## src/verilog/dcdma_pkg.sv

```systemverilog
// shared constants, register layout and carrier types of the dual channel transfer controller
package dcdma_pkg;

    ////////////////////////////////////////////////////////////////////////////////
    // i/o space offsets (low address byte)
    localparam logic [7:0] ADDR_CNT0_LO = 8'h26;
    localparam logic [7:0] ADDR_CNT0_HI = 8'h27;
    localparam logic [7:0] ADDR_CNT1_LO = 8'h2E;
    localparam logic [7:0] ADDR_CNT1_HI = 8'h2F;
    localparam logic [7:0] ADDR_STAT    = 8'h30;
    localparam logic [7:0] ADDR_MODE    = 8'h31;
    localparam logic [7:0] ADDR_WAIT    = 8'h32;
    localparam logic [7:0] READ_UNMAPPED = 8'h00;

    ////////////////////////////////////////////////////////////////////////////////
    // dma_enable_status bit positions
    localparam int STAT_CH1_EN    = 7;
    localparam int STAT_CH0_EN    = 6;
    localparam int STAT_CH1_GUARD = 5;
    localparam int STAT_CH0_GUARD = 4;
    localparam int STAT_CH1_IE    = 3;
    localparam int STAT_CH0_IE    = 2;
    localparam int STAT_MASTER    = 0;

    // dma_mode_ch0 bit positions
    localparam int MODE_DST_HI = 5;
    localparam int MODE_DST_LO = 4;
    localparam int MODE_SRC_HI = 3;
    localparam int MODE_SRC_LO = 2;
    localparam int MODE_BURST  = 1;

    // dma_wait_control bit positions
    localparam int WAIT_MEM_HI = 7;
    localparam int WAIT_MEM_LO = 6;
    localparam int WAIT_IO_HI  = 5;
    localparam int WAIT_IO_LO  = 4;
    localparam int WAIT_SENSE_A = 3;
    localparam int WAIT_SENSE_B = 2;
    localparam int WAIT_DIR_HI = 1;
    localparam int WAIT_DIR_LO = 0;

    ////////////////////////////////////////////////////////////////////////////////
    // channel 0 address mode encodings
    localparam logic [1:0] AM_INC     = 2'h0;
    localparam logic [1:0] AM_DEC     = 2'h1;
    localparam logic [1:0] AM_MEM_FIX = 2'h2;
    localparam logic [1:0] AM_IO_FIX  = 2'h3;

    // address step seen by the address engine
    localparam logic [1:0] STEP_INC = 2'h0;
    localparam logic [1:0] STEP_DEC = 2'h1;
    localparam logic [1:0] STEP_FIX = 2'h2;

    // channel 1 direction encodings
    localparam logic [1:0] CH1_M2IO_INC = 2'h0;
    localparam logic [1:0] CH1_M2IO_DEC = 2'h1;
    localparam logic [1:0] CH1_IO2M_INC = 2'h2;
    localparam logic [1:0] CH1_IO2M_DEC = 2'h3;

    localparam int         NUM_CH    = 2;
    localparam int         CNT_W     = 16;
    localparam logic [1:0] WAIT_RST  = 2'h3;
    localparam logic [15:0] CNT_ONE  = 16'h0001;
    localparam logic [15:0] CNT_TWO  = 16'h0002;
    localparam logic [15:0] CNT_RST  = 16'h0000;

    ////////////////////////////////////////////////////////////////////////////////
    typedef struct packed {
        logic ch1_en;
        logic ch0_en;
        logic ch1_ie;
        logic ch0_ie;
        logic master;
    } dcdma_stat_t;

    typedef struct packed {
        logic [1:0] dst;
        logic [1:0] src;
        logic       burst;
    } dcdma_mode_t;

    typedef struct packed {
        logic [1:0] mem_wait;
        logic [1:0] io_wait;
        logic       req_sense_a;
        logic       req_sense_b;
        logic [1:0] ch1_dir;
    } dcdma_wait_t;

    typedef struct packed {
        logic [7:0] addr;
        logic       wr;
        logic       rd;
        logic [7:0] wdata;
    } dcdma_io_t;

    typedef struct packed {
        logic       src_io;
        logic       dst_io;
        logic [1:0] src_step;
        logic [1:0] dst_step;
    } dcdma_path_t;

    typedef struct packed {
        logic       to_io;
        logic [1:0] mem_step;
    } dcdma_ch1_t;

    localparam dcdma_stat_t STAT_RST = '{default: 1'b0};
    localparam dcdma_mode_t MODE_RST = '{default: '0};
    localparam dcdma_wait_t WAIT_RSTV = '{mem_wait: WAIT_RST, io_wait: WAIT_RST,
                                          req_sense_a: 1'b0, req_sense_b: 1'b0,
                                          ch1_dir: CH1_M2IO_INC};
    localparam dcdma_path_t PATH_RST = '{default: '0};
    localparam dcdma_ch1_t  CH1_RST  = '{default: '0};

endpackage

```

## src/verilog/dcdma_req.sv

```systemverilog
// request pin detector: level or falling-edge sensing for one channel
`timescale 1ns/10ps
module dcdma_req (
    input  wire logic clock,
    input  wire logic rst_n,
    input  wire logic req_n,
    input  wire logic edge_mode,
    input  wire logic consume,
    output logic      pending
);
    import dcdma_pkg::*;

    logic prev_reg;
    logic prev_next;
    logic latch_reg;
    logic latch_next;
    logic fall;

    ////////////////////////////////////////////////////////////////////////////////
    always_comb begin
        fall       = prev_reg & ~req_n;
        prev_next  = req_n;
        latch_next = latch_reg;
        if (consume) begin
            latch_next = 1'b0;
        end
        // a new edge in the consuming cycle is kept
        if (fall) begin
            latch_next = 1'b1;
        end
        if (!edge_mode) begin
            latch_next = 1'b0;
        end
    end

    always_ff @(posedge clock or negedge rst_n) begin
        if (!rst_n) begin
            prev_reg  <= 1'b1;
            latch_reg <= 1'b0;
        end else begin
            prev_reg  <= prev_next;
            latch_reg <= latch_next;
        end
    end

    assign pending = edge_mode ? latch_reg : ~req_n;

endmodule

```

## src/verilog/dcdma_cnt.sv

```systemverilog
// sixteen bit byte counter of one channel, byte-loadable from the i/o space
`timescale 1ns/10ps
module dcdma_cnt (
    input  wire logic                         clock,
    input  wire logic                         rst_n,
    input  wire logic                         load_lo,
    input  wire logic                         load_hi,
    input  wire logic [7:0]                   wdata,
    input  wire logic                         dec,
    output logic      [dcdma_pkg::CNT_W-1:0]  count
);
    import dcdma_pkg::*;

    logic [CNT_W-1:0] cnt_reg;
    logic [CNT_W-1:0] cnt_next;

    ////////////////////////////////////////////////////////////////////////////////
    always_comb begin
        cnt_next = cnt_reg;
        if (dec) begin
            cnt_next = cnt_reg - CNT_ONE;
        end
        // a software load overrides the running count in the byte it writes; the other byte keeps the decremented value
        if (load_lo) begin
            cnt_next[7:0] = wdata;
        end
        if (load_hi) begin
            cnt_next[15:8] = wdata;
        end
    end

    always_ff @(posedge clock or negedge rst_n) begin
        if (!rst_n) begin
            cnt_reg <= CNT_RST;
        end else begin
            cnt_reg <= cnt_next;
        end
    end

    assign count = cnt_reg;

endmodule

```

## src/verilog/dcdma_ctrl.sv

```systemverilog
// two channel transfer controller: enable/status, mode and wait registers plus sequencer
//
// How it works
// - a channel runs only while its enable and the master enable are both set
// - the channel enable clears itself when its byte count reaches zero
// - interrupt request whenever a channel enable is 0 and its interrupt enable 1
// - enable bits are written only when the same write carries 0 in their guard bit
// - guard bits are not stored and always read back as 1
// - writing 1 to any channel enable also sets the master enable
// - writing 0 to a channel enable stops it; writing 1 restarts it
// - master enable is not directly writable; set by enable writes, cleared by nmi
// - nmi clears the master enable, suspending all channel activity
// - reset clears both enables, both interrupt enables and the master enable
// - channel 0 destination field decodes to inc, dec, fixed memory, fixed i/o
// - channel 0 source field decodes the same four ways
// - only twelve combinations valid; destination 1x with source 1x is reserved
// - memory to memory ignores the request pin; burst bit picks burst or steal
// - burst holds the bus to the end; steal gives the cpu two clock cycles per byte
// - i/o channel 0 paced by its request pin, burst bit ignored; modes reset to 0
// - memory wait field sets memory wait states; resets to all ones
// - i/o wait field sets i/o wait states; resets to all ones
// - each request sense bit picks level (0) or edge (1); both reset to 0
// - channel 1 field picks memory-to-i/o or i/o-to-memory, inc or dec
// - each byte count decrements by one per byte moved
// - channel 0 wins when both channels want service together
`timescale 1ns/10ps
module dcdma_ctrl (
    input  wire logic                    clock,
    input  wire logic                    rst_n,
    input  wire logic                    nmi_event,
    input  wire dcdma_pkg::dcdma_io_t    io,
    output logic      [7:0]              io_rdata,
    input  wire logic                    xfer_request_ch0_n,
    input  wire logic                    xfer_request_ch1_n,
    input  wire logic                    byte_done,
    output logic                         bus_hold,
    output logic                         xfer_ch,
    output logic                         last_xfer_flag_ch0_n,
    output dcdma_pkg::dcdma_path_t       ch0_path,
    output dcdma_pkg::dcdma_ch1_t        ch1_path,
    output logic      [1:0]              mem_wait,
    output logic      [1:0]              io_wait,
    output logic                         irq_ch0,
    output logic                         irq_ch1
);
    import dcdma_pkg::*;

    typedef enum logic [1:0] {
        ST_IDLE,
        ST_CH0,
        ST_CH1,
        ST_GAP
    } dcdma_state_t;

    ////////////////////////////////////////////////////////////////////////////////
    // declarations

    dcdma_stat_t       stat_reg;
    dcdma_stat_t       stat_next;
    dcdma_mode_t       mode_reg;
    dcdma_mode_t       mode_next;
    dcdma_wait_t       wait_reg;
    dcdma_wait_t       wait_next;
    dcdma_state_t      state_reg;
    dcdma_state_t      state_next;
    dcdma_path_t       path_reg;
    dcdma_path_t       path_next;
    dcdma_ch1_t        ch1_reg;
    dcdma_ch1_t        ch1_next;
    logic [7:0]        rdata_reg;
    logic [7:0]        rdata_next;
    logic              hold_reg;
    logic              hold_next;
    logic              xch_reg;
    logic              xch_next;
    logic              tend_n_reg;
    logic              tend_n_next;
    logic              irq0_reg;
    logic              irq0_next;
    logic              irq1_reg;
    logic              irq1_next;

    logic [NUM_CH-1:0] req_pin_n;
    logic [NUM_CH-1:0] sense;
    logic [NUM_CH-1:0] pend;
    logic [NUM_CH-1:0] dec;
    logic [NUM_CH-1:0] load_lo;
    logic [NUM_CH-1:0] load_hi;
    logic [CNT_W-1:0]  cnt [NUM_CH];
    logic [NUM_CH-1:0] cnt_one;
    logic [NUM_CH-1:0] cnt_two;

    logic              wr_stat;
    logic              wr_mode;
    logic              wr_wait;
    logic              resv;
    logic              mem2mem;
    logic              run0;
    logic              run1;
    logic              ready0;
    logic              ready1;
    logic              term0;
    logic              term1;

    ////////////////////////////////////////////////////////////////////////////////
    // address decode

    assign wr_stat = io.wr & (io.addr == ADDR_STAT);
    assign wr_mode = io.wr & (io.addr == ADDR_MODE);
    assign wr_wait = io.wr & (io.addr == ADDR_WAIT);
    assign load_lo = {io.wr & (io.addr == ADDR_CNT1_LO), io.wr & (io.addr == ADDR_CNT0_LO)};
    assign load_hi = {io.wr & (io.addr == ADDR_CNT1_HI), io.wr & (io.addr == ADDR_CNT0_HI)};

    ////////////////////////////////////////////////////////////////////////////////
    // per channel request sense and byte counters

    assign req_pin_n = {xfer_request_ch1_n, xfer_request_ch0_n};
    assign sense     = {wait_reg.req_sense_b, wait_reg.req_sense_a};
    assign dec       = {byte_done & (state_reg == ST_CH1), byte_done & (state_reg == ST_CH0)};

    generate
        for (genvar i = 0; i < NUM_CH; i++) begin : g_ch
            dcdma_req u_req (
                .clock     (clock),
                .rst_n     (rst_n),
                .req_n     (req_pin_n[i]),
                .edge_mode (sense[i]),
                .consume   (dec[i]),
                .pending   (pend[i])
            );
            dcdma_cnt u_cnt (
                .clock   (clock),
                .rst_n   (rst_n),
                .load_lo (load_lo[i]),
                .load_hi (load_hi[i]),
                .wdata   (io.wdata),
                .dec     (dec[i]),
                .count   (cnt[i])
            );
            assign cnt_one[i] = (cnt[i] == CNT_ONE);
            assign cnt_two[i] = (cnt[i] == CNT_TWO);
        end
    endgenerate

    ////////////////////////////////////////////////////////////////////////////////
    // mode qualification

    assign resv    = mode_reg.dst[1] & mode_reg.src[1];
    assign mem2mem = (mode_reg.dst != AM_IO_FIX) & (mode_reg.src != AM_IO_FIX);
    assign run0    = stat_reg.ch0_en & stat_reg.master;
    assign run1    = stat_reg.ch1_en & stat_reg.master;
    // memory to memory needs no request; i/o is paced by the pin
    assign ready0  = run0 & ~resv & (mem2mem | pend[0]);
    assign ready1  = run1 & pend[1];
    // a count of one before the decrement means it has just reached zero
    assign term0   = dec[0] & cnt_one[0];
    assign term1   = dec[1] & cnt_one[1];

    ////////////////////////////////////////////////////////////////////////////////
    // enable / status register

    always_comb begin
        stat_next = stat_reg;
        if (term0) begin
            stat_next.ch0_en = 1'b0;
        end
        if (term1) begin
            stat_next.ch1_en = 1'b0;
        end
        if (wr_stat) begin
            if (!io.wdata[STAT_CH1_GUARD]) begin
                stat_next.ch1_en = io.wdata[STAT_CH1_EN];
            end
            if (!io.wdata[STAT_CH0_GUARD]) begin
                stat_next.ch0_en = io.wdata[STAT_CH0_EN];
            end
            stat_next.ch1_ie = io.wdata[STAT_CH1_IE];
            stat_next.ch0_ie = io.wdata[STAT_CH0_IE];
            if ((!io.wdata[STAT_CH1_GUARD] && io.wdata[STAT_CH1_EN]) ||
                (!io.wdata[STAT_CH0_GUARD] && io.wdata[STAT_CH0_EN])) begin
                stat_next.master = 1'b1;
            end
        end
        // nmi is applied last so it beats a simultaneous re-enable
        if (nmi_event) begin
            stat_next.master = 1'b0;
        end
    end

    always_ff @(posedge clock or negedge rst_n) begin
        if (!rst_n) begin
            stat_reg <= STAT_RST;
        end else begin
            stat_reg <= stat_next;
        end
    end

    ////////////////////////////////////////////////////////////////////////////////
    // mode and wait control registers

    always_comb begin
        mode_next = mode_reg;
        wait_next = wait_reg;
        if (wr_mode) begin
            mode_next.dst   = io.wdata[MODE_DST_HI:MODE_DST_LO];
            mode_next.src   = io.wdata[MODE_SRC_HI:MODE_SRC_LO];
            mode_next.burst = io.wdata[MODE_BURST];
        end
        if (wr_wait) begin
            wait_next.mem_wait    = io.wdata[WAIT_MEM_HI:WAIT_MEM_LO];
            wait_next.io_wait     = io.wdata[WAIT_IO_HI:WAIT_IO_LO];
            wait_next.req_sense_a = io.wdata[WAIT_SENSE_A];
            wait_next.req_sense_b = io.wdata[WAIT_SENSE_B];
            wait_next.ch1_dir     = io.wdata[WAIT_DIR_HI:WAIT_DIR_LO];
        end
    end

    always_ff @(posedge clock or negedge rst_n) begin
        if (!rst_n) begin
            mode_reg <= MODE_RST;
            wait_reg <= WAIT_RSTV;
        end else begin
            mode_reg <= mode_next;
            wait_reg <= wait_next;
        end
    end

    ////////////////////////////////////////////////////////////////////////////////
    // path decode for the address engine

    always_comb begin
        path_next.dst_io = (mode_reg.dst == AM_IO_FIX);
        path_next.src_io = (mode_reg.src == AM_IO_FIX);
        case (mode_reg.dst)
            AM_INC:  path_next.dst_step = STEP_INC;
            AM_DEC:  path_next.dst_step = STEP_DEC;
            default: path_next.dst_step = STEP_FIX;
        endcase
        case (mode_reg.src)
            AM_INC:  path_next.src_step = STEP_INC;
            AM_DEC:  path_next.src_step = STEP_DEC;
            default: path_next.src_step = STEP_FIX;
        endcase
        // i/o address of channel 1 is always fixed; only memory steps
        ch1_next.to_io = ~wait_reg.ch1_dir[1];
        case (wait_reg.ch1_dir)
            CH1_M2IO_INC: ch1_next.mem_step = STEP_INC;
            CH1_M2IO_DEC: ch1_next.mem_step = STEP_DEC;
            CH1_IO2M_INC: ch1_next.mem_step = STEP_INC;
            default:      ch1_next.mem_step = STEP_DEC;
        endcase
    end

    always_ff @(posedge clock or negedge rst_n) begin
        if (!rst_n) begin
            path_reg <= PATH_RST;
            ch1_reg  <= CH1_RST;
        end else begin
            path_reg <= path_next;
            ch1_reg  <= ch1_next;
        end
    end

    ////////////////////////////////////////////////////////////////////////////////
    // transfer sequencer

    always_comb begin
        state_next = state_reg;
        case (state_reg)
            ST_IDLE: begin
                if (ready0) begin
                    state_next = ST_CH0;
                end else if (ready1) begin
                    state_next = ST_CH1;
                end
            end
            ST_CH0: begin
                // a started byte always finishes; stops take effect at its end
                if (byte_done) begin
                    if (term0 || !run0) begin
                        state_next = ST_IDLE;
                    end else if (mem2mem && mode_reg.burst) begin
                        state_next = ST_CH0;
                    end else if (mem2mem) begin
                        state_next = ST_GAP;
                    end else begin
                        state_next = ST_IDLE;
                    end
                end
            end
            ST_CH1: begin
                if (byte_done) begin
                    state_next = ST_IDLE;
                end
            end
            ST_GAP: begin
                state_next = ST_IDLE;
            end
            default: begin
                state_next = ST_IDLE;
            end
        endcase
    end

    always_comb begin
        hold_next   = (state_next == ST_CH0) || (state_next == ST_CH1);
        xch_next    = (state_next == ST_CH1);
        // low across the last byte of channel 0
        tend_n_next = ~((state_next == ST_CH0) && (dec[0] ? cnt_two[0] : cnt_one[0]));
        irq0_next   = ~stat_next.ch0_en & stat_next.ch0_ie;
        irq1_next   = ~stat_next.ch1_en & stat_next.ch1_ie;
    end

    always_ff @(posedge clock or negedge rst_n) begin
        if (!rst_n) begin
            state_reg  <= ST_IDLE;
            hold_reg   <= 1'b0;
            xch_reg    <= 1'b0;
            tend_n_reg <= 1'b1;
            irq0_reg   <= 1'b0;
            irq1_reg   <= 1'b0;
        end else begin
            state_reg  <= state_next;
            hold_reg   <= hold_next;
            xch_reg    <= xch_next;
            tend_n_reg <= tend_n_next;
            irq0_reg   <= irq0_next;
            irq1_reg   <= irq1_next;
        end
    end

    ////////////////////////////////////////////////////////////////////////////////
    // read-back

    always_comb begin
        rdata_next = rdata_reg;
        if (io.rd) begin
            case (io.addr)
                ADDR_STAT: begin
                    rdata_next = 8'h30;
                    rdata_next[STAT_CH1_EN] = stat_reg.ch1_en;
                    rdata_next[STAT_CH0_EN] = stat_reg.ch0_en;
                    rdata_next[STAT_CH1_IE] = stat_reg.ch1_ie;
                    rdata_next[STAT_CH0_IE] = stat_reg.ch0_ie;
                    rdata_next[STAT_MASTER] = stat_reg.master;
                end
                ADDR_MODE: begin
                    rdata_next = 8'h00;
                    rdata_next[MODE_DST_HI:MODE_DST_LO] = mode_reg.dst;
                    rdata_next[MODE_SRC_HI:MODE_SRC_LO] = mode_reg.src;
                    rdata_next[MODE_BURST]              = mode_reg.burst;
                end
                ADDR_WAIT:    rdata_next = wait_reg;
                ADDR_CNT0_LO: rdata_next = cnt[0][7:0];
                ADDR_CNT0_HI: rdata_next = cnt[0][15:8];
                ADDR_CNT1_LO: rdata_next = cnt[1][7:0];
                ADDR_CNT1_HI: rdata_next = cnt[1][15:8];
                default:      rdata_next = READ_UNMAPPED;
            endcase
        end
    end

    always_ff @(posedge clock or negedge rst_n) begin
        if (!rst_n) begin
            rdata_reg <= READ_UNMAPPED;
        end else begin
            rdata_reg <= rdata_next;
        end
    end

    ////////////////////////////////////////////////////////////////////////////////
    // outputs

    assign io_rdata             = rdata_reg;
    assign bus_hold             = hold_reg;
    assign xfer_ch              = xch_reg;
    assign last_xfer_flag_ch0_n = tend_n_reg;
    assign ch0_path             = path_reg;
    assign ch1_path             = ch1_reg;
    assign mem_wait             = wait_reg.mem_wait;
    assign io_wait              = wait_reg.io_wait;
    assign irq_ch0              = irq0_reg;
    assign irq_ch1              = irq1_reg;

endmodule

```

## config.mk

```make
export PLATFORM = sky130hd
export DESIGN_NAME = dcdma_ctrl
export DESIGN_NICKNAME = d
export VERILOG_FILES = /design/src/verilog/dcdma_pkg.sv /design/src/verilog/dcdma_req.sv /design/src/verilog/dcdma_cnt.sv /design/src/verilog/dcdma_ctrl.sv
export SDC_FILE = /design/constraint.sdc
export NUM_CORES = 1
export LEC_CHECK = 0
export BUFFER_PORTS_ARGS = -buffer_cell sky130_fd_sc_hd__buf_2
export CAP_MARGIN = 20
export CORE_MARGIN = 5
export CORE_UTILIZATION = 53
export DETAILED_ROUTE_END_ITERATION = 16
export PLACE_DENSITY = 0.76
export SYNTH_ARGS = -nofsm -noshare
export SYNTH_HDL_FRONTEND = slang
export SYNTH_SLANG_ARGS = --single-unit
```

## constraint.sdc

```tcl
create_clock -name clock -period 2.2 [get_ports clock]
set_input_delay 0.11 -clock clock [delete_from_list [all_inputs] [get_ports clock]]
set_output_delay 0.11 -clock clock [all_outputs]
set_load 0.005 [all_outputs]
```

==> results.cfg <==
[status]
status = completed

[cells_and_area]
layout_commonest_cell = dfrtp_1
largest_reg_flops = 32
syn2layout_area_growth_pct = 16.7
multi_input_area_um2 = 2020
num_antenna_cells = 0
drive_gt1_share_pct = 24.8
layout_common_cells = dfrtp_1, buf_2, nor2_1, a21oi_1, nand2_1
seq_area_um2 = 1940
nNetsFinal = 506
finalCoreUtilization_pct = 62.8
fillerInstances = 644

[synthesis]
yosysTopAreaCellShare_pct = 42.8
synth.area.top_cells = dfrtp_1, xnor2_1, dfstp_2
synth.avg_cell_area_um2 = 9.94
netlist_area_um2 = 4100
synth_warnings = 0
syn_nets = 443
yosysTopAreaCell = dfrtp_1
synth_cell_types = 56
postSynthCellCount = 412
synthFlopType = dfrtp_1
synth_edf_count = 0
synth-seq-cells = 77
synthArstFlopShare_pct = 100
yosysSeqAreaShare_pct = 47.3

[timing]
rsz0062_at_grt = true
slew_headroom_pct = 57.6
slew_violations = 0
fin_crit_sh_pct = 99.5
final-hold-violation-count = 0
totalNegativeSetupSlack_ns = 0
tightest_slew_ns = 0.636
report.final.setup_viol = 0
fmax_mhz = 457
skew_ns = 0.0114
min_period_ns = 2.19

[grt]
track_usage_pct = 23.3
grt_max_degree = 48
antenna_found_initial = 0
grt_pass1_vias = 3570
grt_first_pass_wirelength_mm = 17.7
grt_overflow = 0

[worst_setup_path]
path_max_fanout = 2
path_class = reg -> reg
required_ns = 2.47
start_kind = flop
end_kind = flop
arrival_ns = 2.46

[detailed_routing]
vias = 3481
drt_iter0_drc = 215
drtPass1Iterations = 5
wl_per_cell_um = 18.5
antenna_left = 0
wl_mm = 10.8
via_per_inst = 5.98
drc = 0

[placed_design]
place_congestion = 0.979
dp_hpwl_mm = 7.78
io_buffers = 48

[cts]
cts_buffer_depth = 2
path_clk_slew_ns = 0.09
cts_root_buf = clkbuf_8
worstSkewPairLatency_ns = 0.37
numCtsBuffers = 9
cts_htree_levels = 3
tritoncts = yes
clock_sinks = 77

[power]
p_leak_uw = 0.00219
power.density_nw_per_um2 = 670
ir_drop_mv = 0.404

[floorplan]
core_area_um2 = 7610
io_pins = 50
fp.dieH_um = 97.9
rows = 32
die_w_um = 97.9
initial_core_util_pct = 53.8
dieArea_um2 = 9580

[min_path]
hold_class = in -> reg

[flow_run]
cap_violations = 0
## layout make-up
type	instances	share of cell area, %
multi-input combinational	304	42.3
tap	102	2.67
sequential	77	40.5
clock inverter	6	1.47
inverter	8	0.628
timing repair buffer	75	9.53
clock buffer	10	2.88
## through the flow
step | cell area [um2] | worst slack, ns | cells | total power (uW) | hold slack, ns
2_1_floorplan | 4100 | 0.0817 | 412 | 1860 | -0.186
3_3_place_gp | 4520 | 0.0429 | 562 | 2040 | 0.154
3_5_place_dp | 4520 | -0.0159 | 562 | 2060 | 0.169
4_1_cts | 4780 | 0.000957 | 582 | 3180 | 0.0665
5_1_grt | 4780 | -0.0909 | 582 | 3300 | 0.100
6_report | 4780 | 0.0105 | 582 | 3200 | 0.0580
## power breakdown
| group | internal, uW | switching [uW] |
|---|---|---|
| Sequential | 1500 | 71.5 |
| Clock | 563 | 590 |
| Combinational | 212 | 268 |
| Total | 2270 | 929 |
## worst paths after layout
path                                              start                      end  slack (ns)  cells after the start
worst max-delay path            g_ch[0].u_cnt.count[10]                 bus_hold        0.01                      7
worst min-delay path                              io[2]  g_ch[1].u_cnt.count[10]        0.06                      3
worst max register to register  g_ch[0].u_cnt.count[10]                 bus_hold        0.01                      7
worst min register to register              wait_reg[0]              ch1_path[0]        0.42                      0
max in group asynchronous                         rst_n   g_ch[1].u_req.prev_reg        1.17                      3
min in group asynchronous                         rst_n   g_ch[0].u_cnt.count[3]        0.30                      2
## cell families (layout without fill, tap and decap cells)
kind of cell / count (synthesis) / after routing / share of synthesized area, %
compound gates: 83 / 83 / 11.9
flops: 77 / 77 / 47.3
buf+inv: 31 / 99 / 3.61
mux: 22 / 22 / 6.72
xor+xnor: 29 / 29 / 6.20
other cells: 1 / 1 / 0.0916
simple gates: 162 / 162 / 22.1
fa+ha+maj: 7 / 7 / 2.14
## worst max-delay path, cell delays in order, from the launching register on
cell	delay, ns
dfrtp_1	0.38
or4_4	0.55
nor4_4	0.25
and3_4	0.23
nor4_2	0.05
a311o_1	0.31
ha_1	0.29
inv_1	0.03
## Yosys cell counts, types with 2 or more instances
cell / instances
a31oi_1: 9
and3b_1: 2
xnor2_1: 24
ha_1: 7
a21oi_1: 31
nor4_4: 2
mux2i_1: 5
mux2_2: 7
or4_1: 4
clkbuf_1: 10
o21ai_0: 14
xor2_1: 5
nand2_1: 30
a22oi_1: 12
nor2_1: 44
nor4_1: 5
nor4b_1: 2
nor3_2: 2
nand2_2: 2
or3_1: 7
mux2_1: 7
buf_2: 7
nand3_1: 9
nor3_1: 12
buf_4: 6
nor2b_1: 9
mux4_2: 3
nand4_1: 6
dfrtp_1: 70
o21ai_1: 7
and3_1: 3
nand3b_1: 3
nand2b_1: 4
dfstp_2: 7
nor3b_1: 3
o211ai_1: 2
inv_1: 8
and2_1: 4
## layer usage
layer / part of all wire (%) / vias up / global-route usage (%) / routed length [um]
met4: 2.9 / 0 / 11.5 / 316
met1: 41 / 1723 / 30.0 / 4450
met5: 0 / - / 0 / 0
li1: - / 1594 / - / -
met3: 7.2 / 35 / 4.79 / 776
met2: 49 / 129 / 37.4 / 5250
## repair_timing
item	4_1_cts	5_1_grt
hold endpoints to repair	43	0
setup buffers	0	0
resized for setup	2	0
pin swaps	1	1
setup endpoints to repair	1	2
hold buffers	4	0
(Power assumes the default switching activity.)
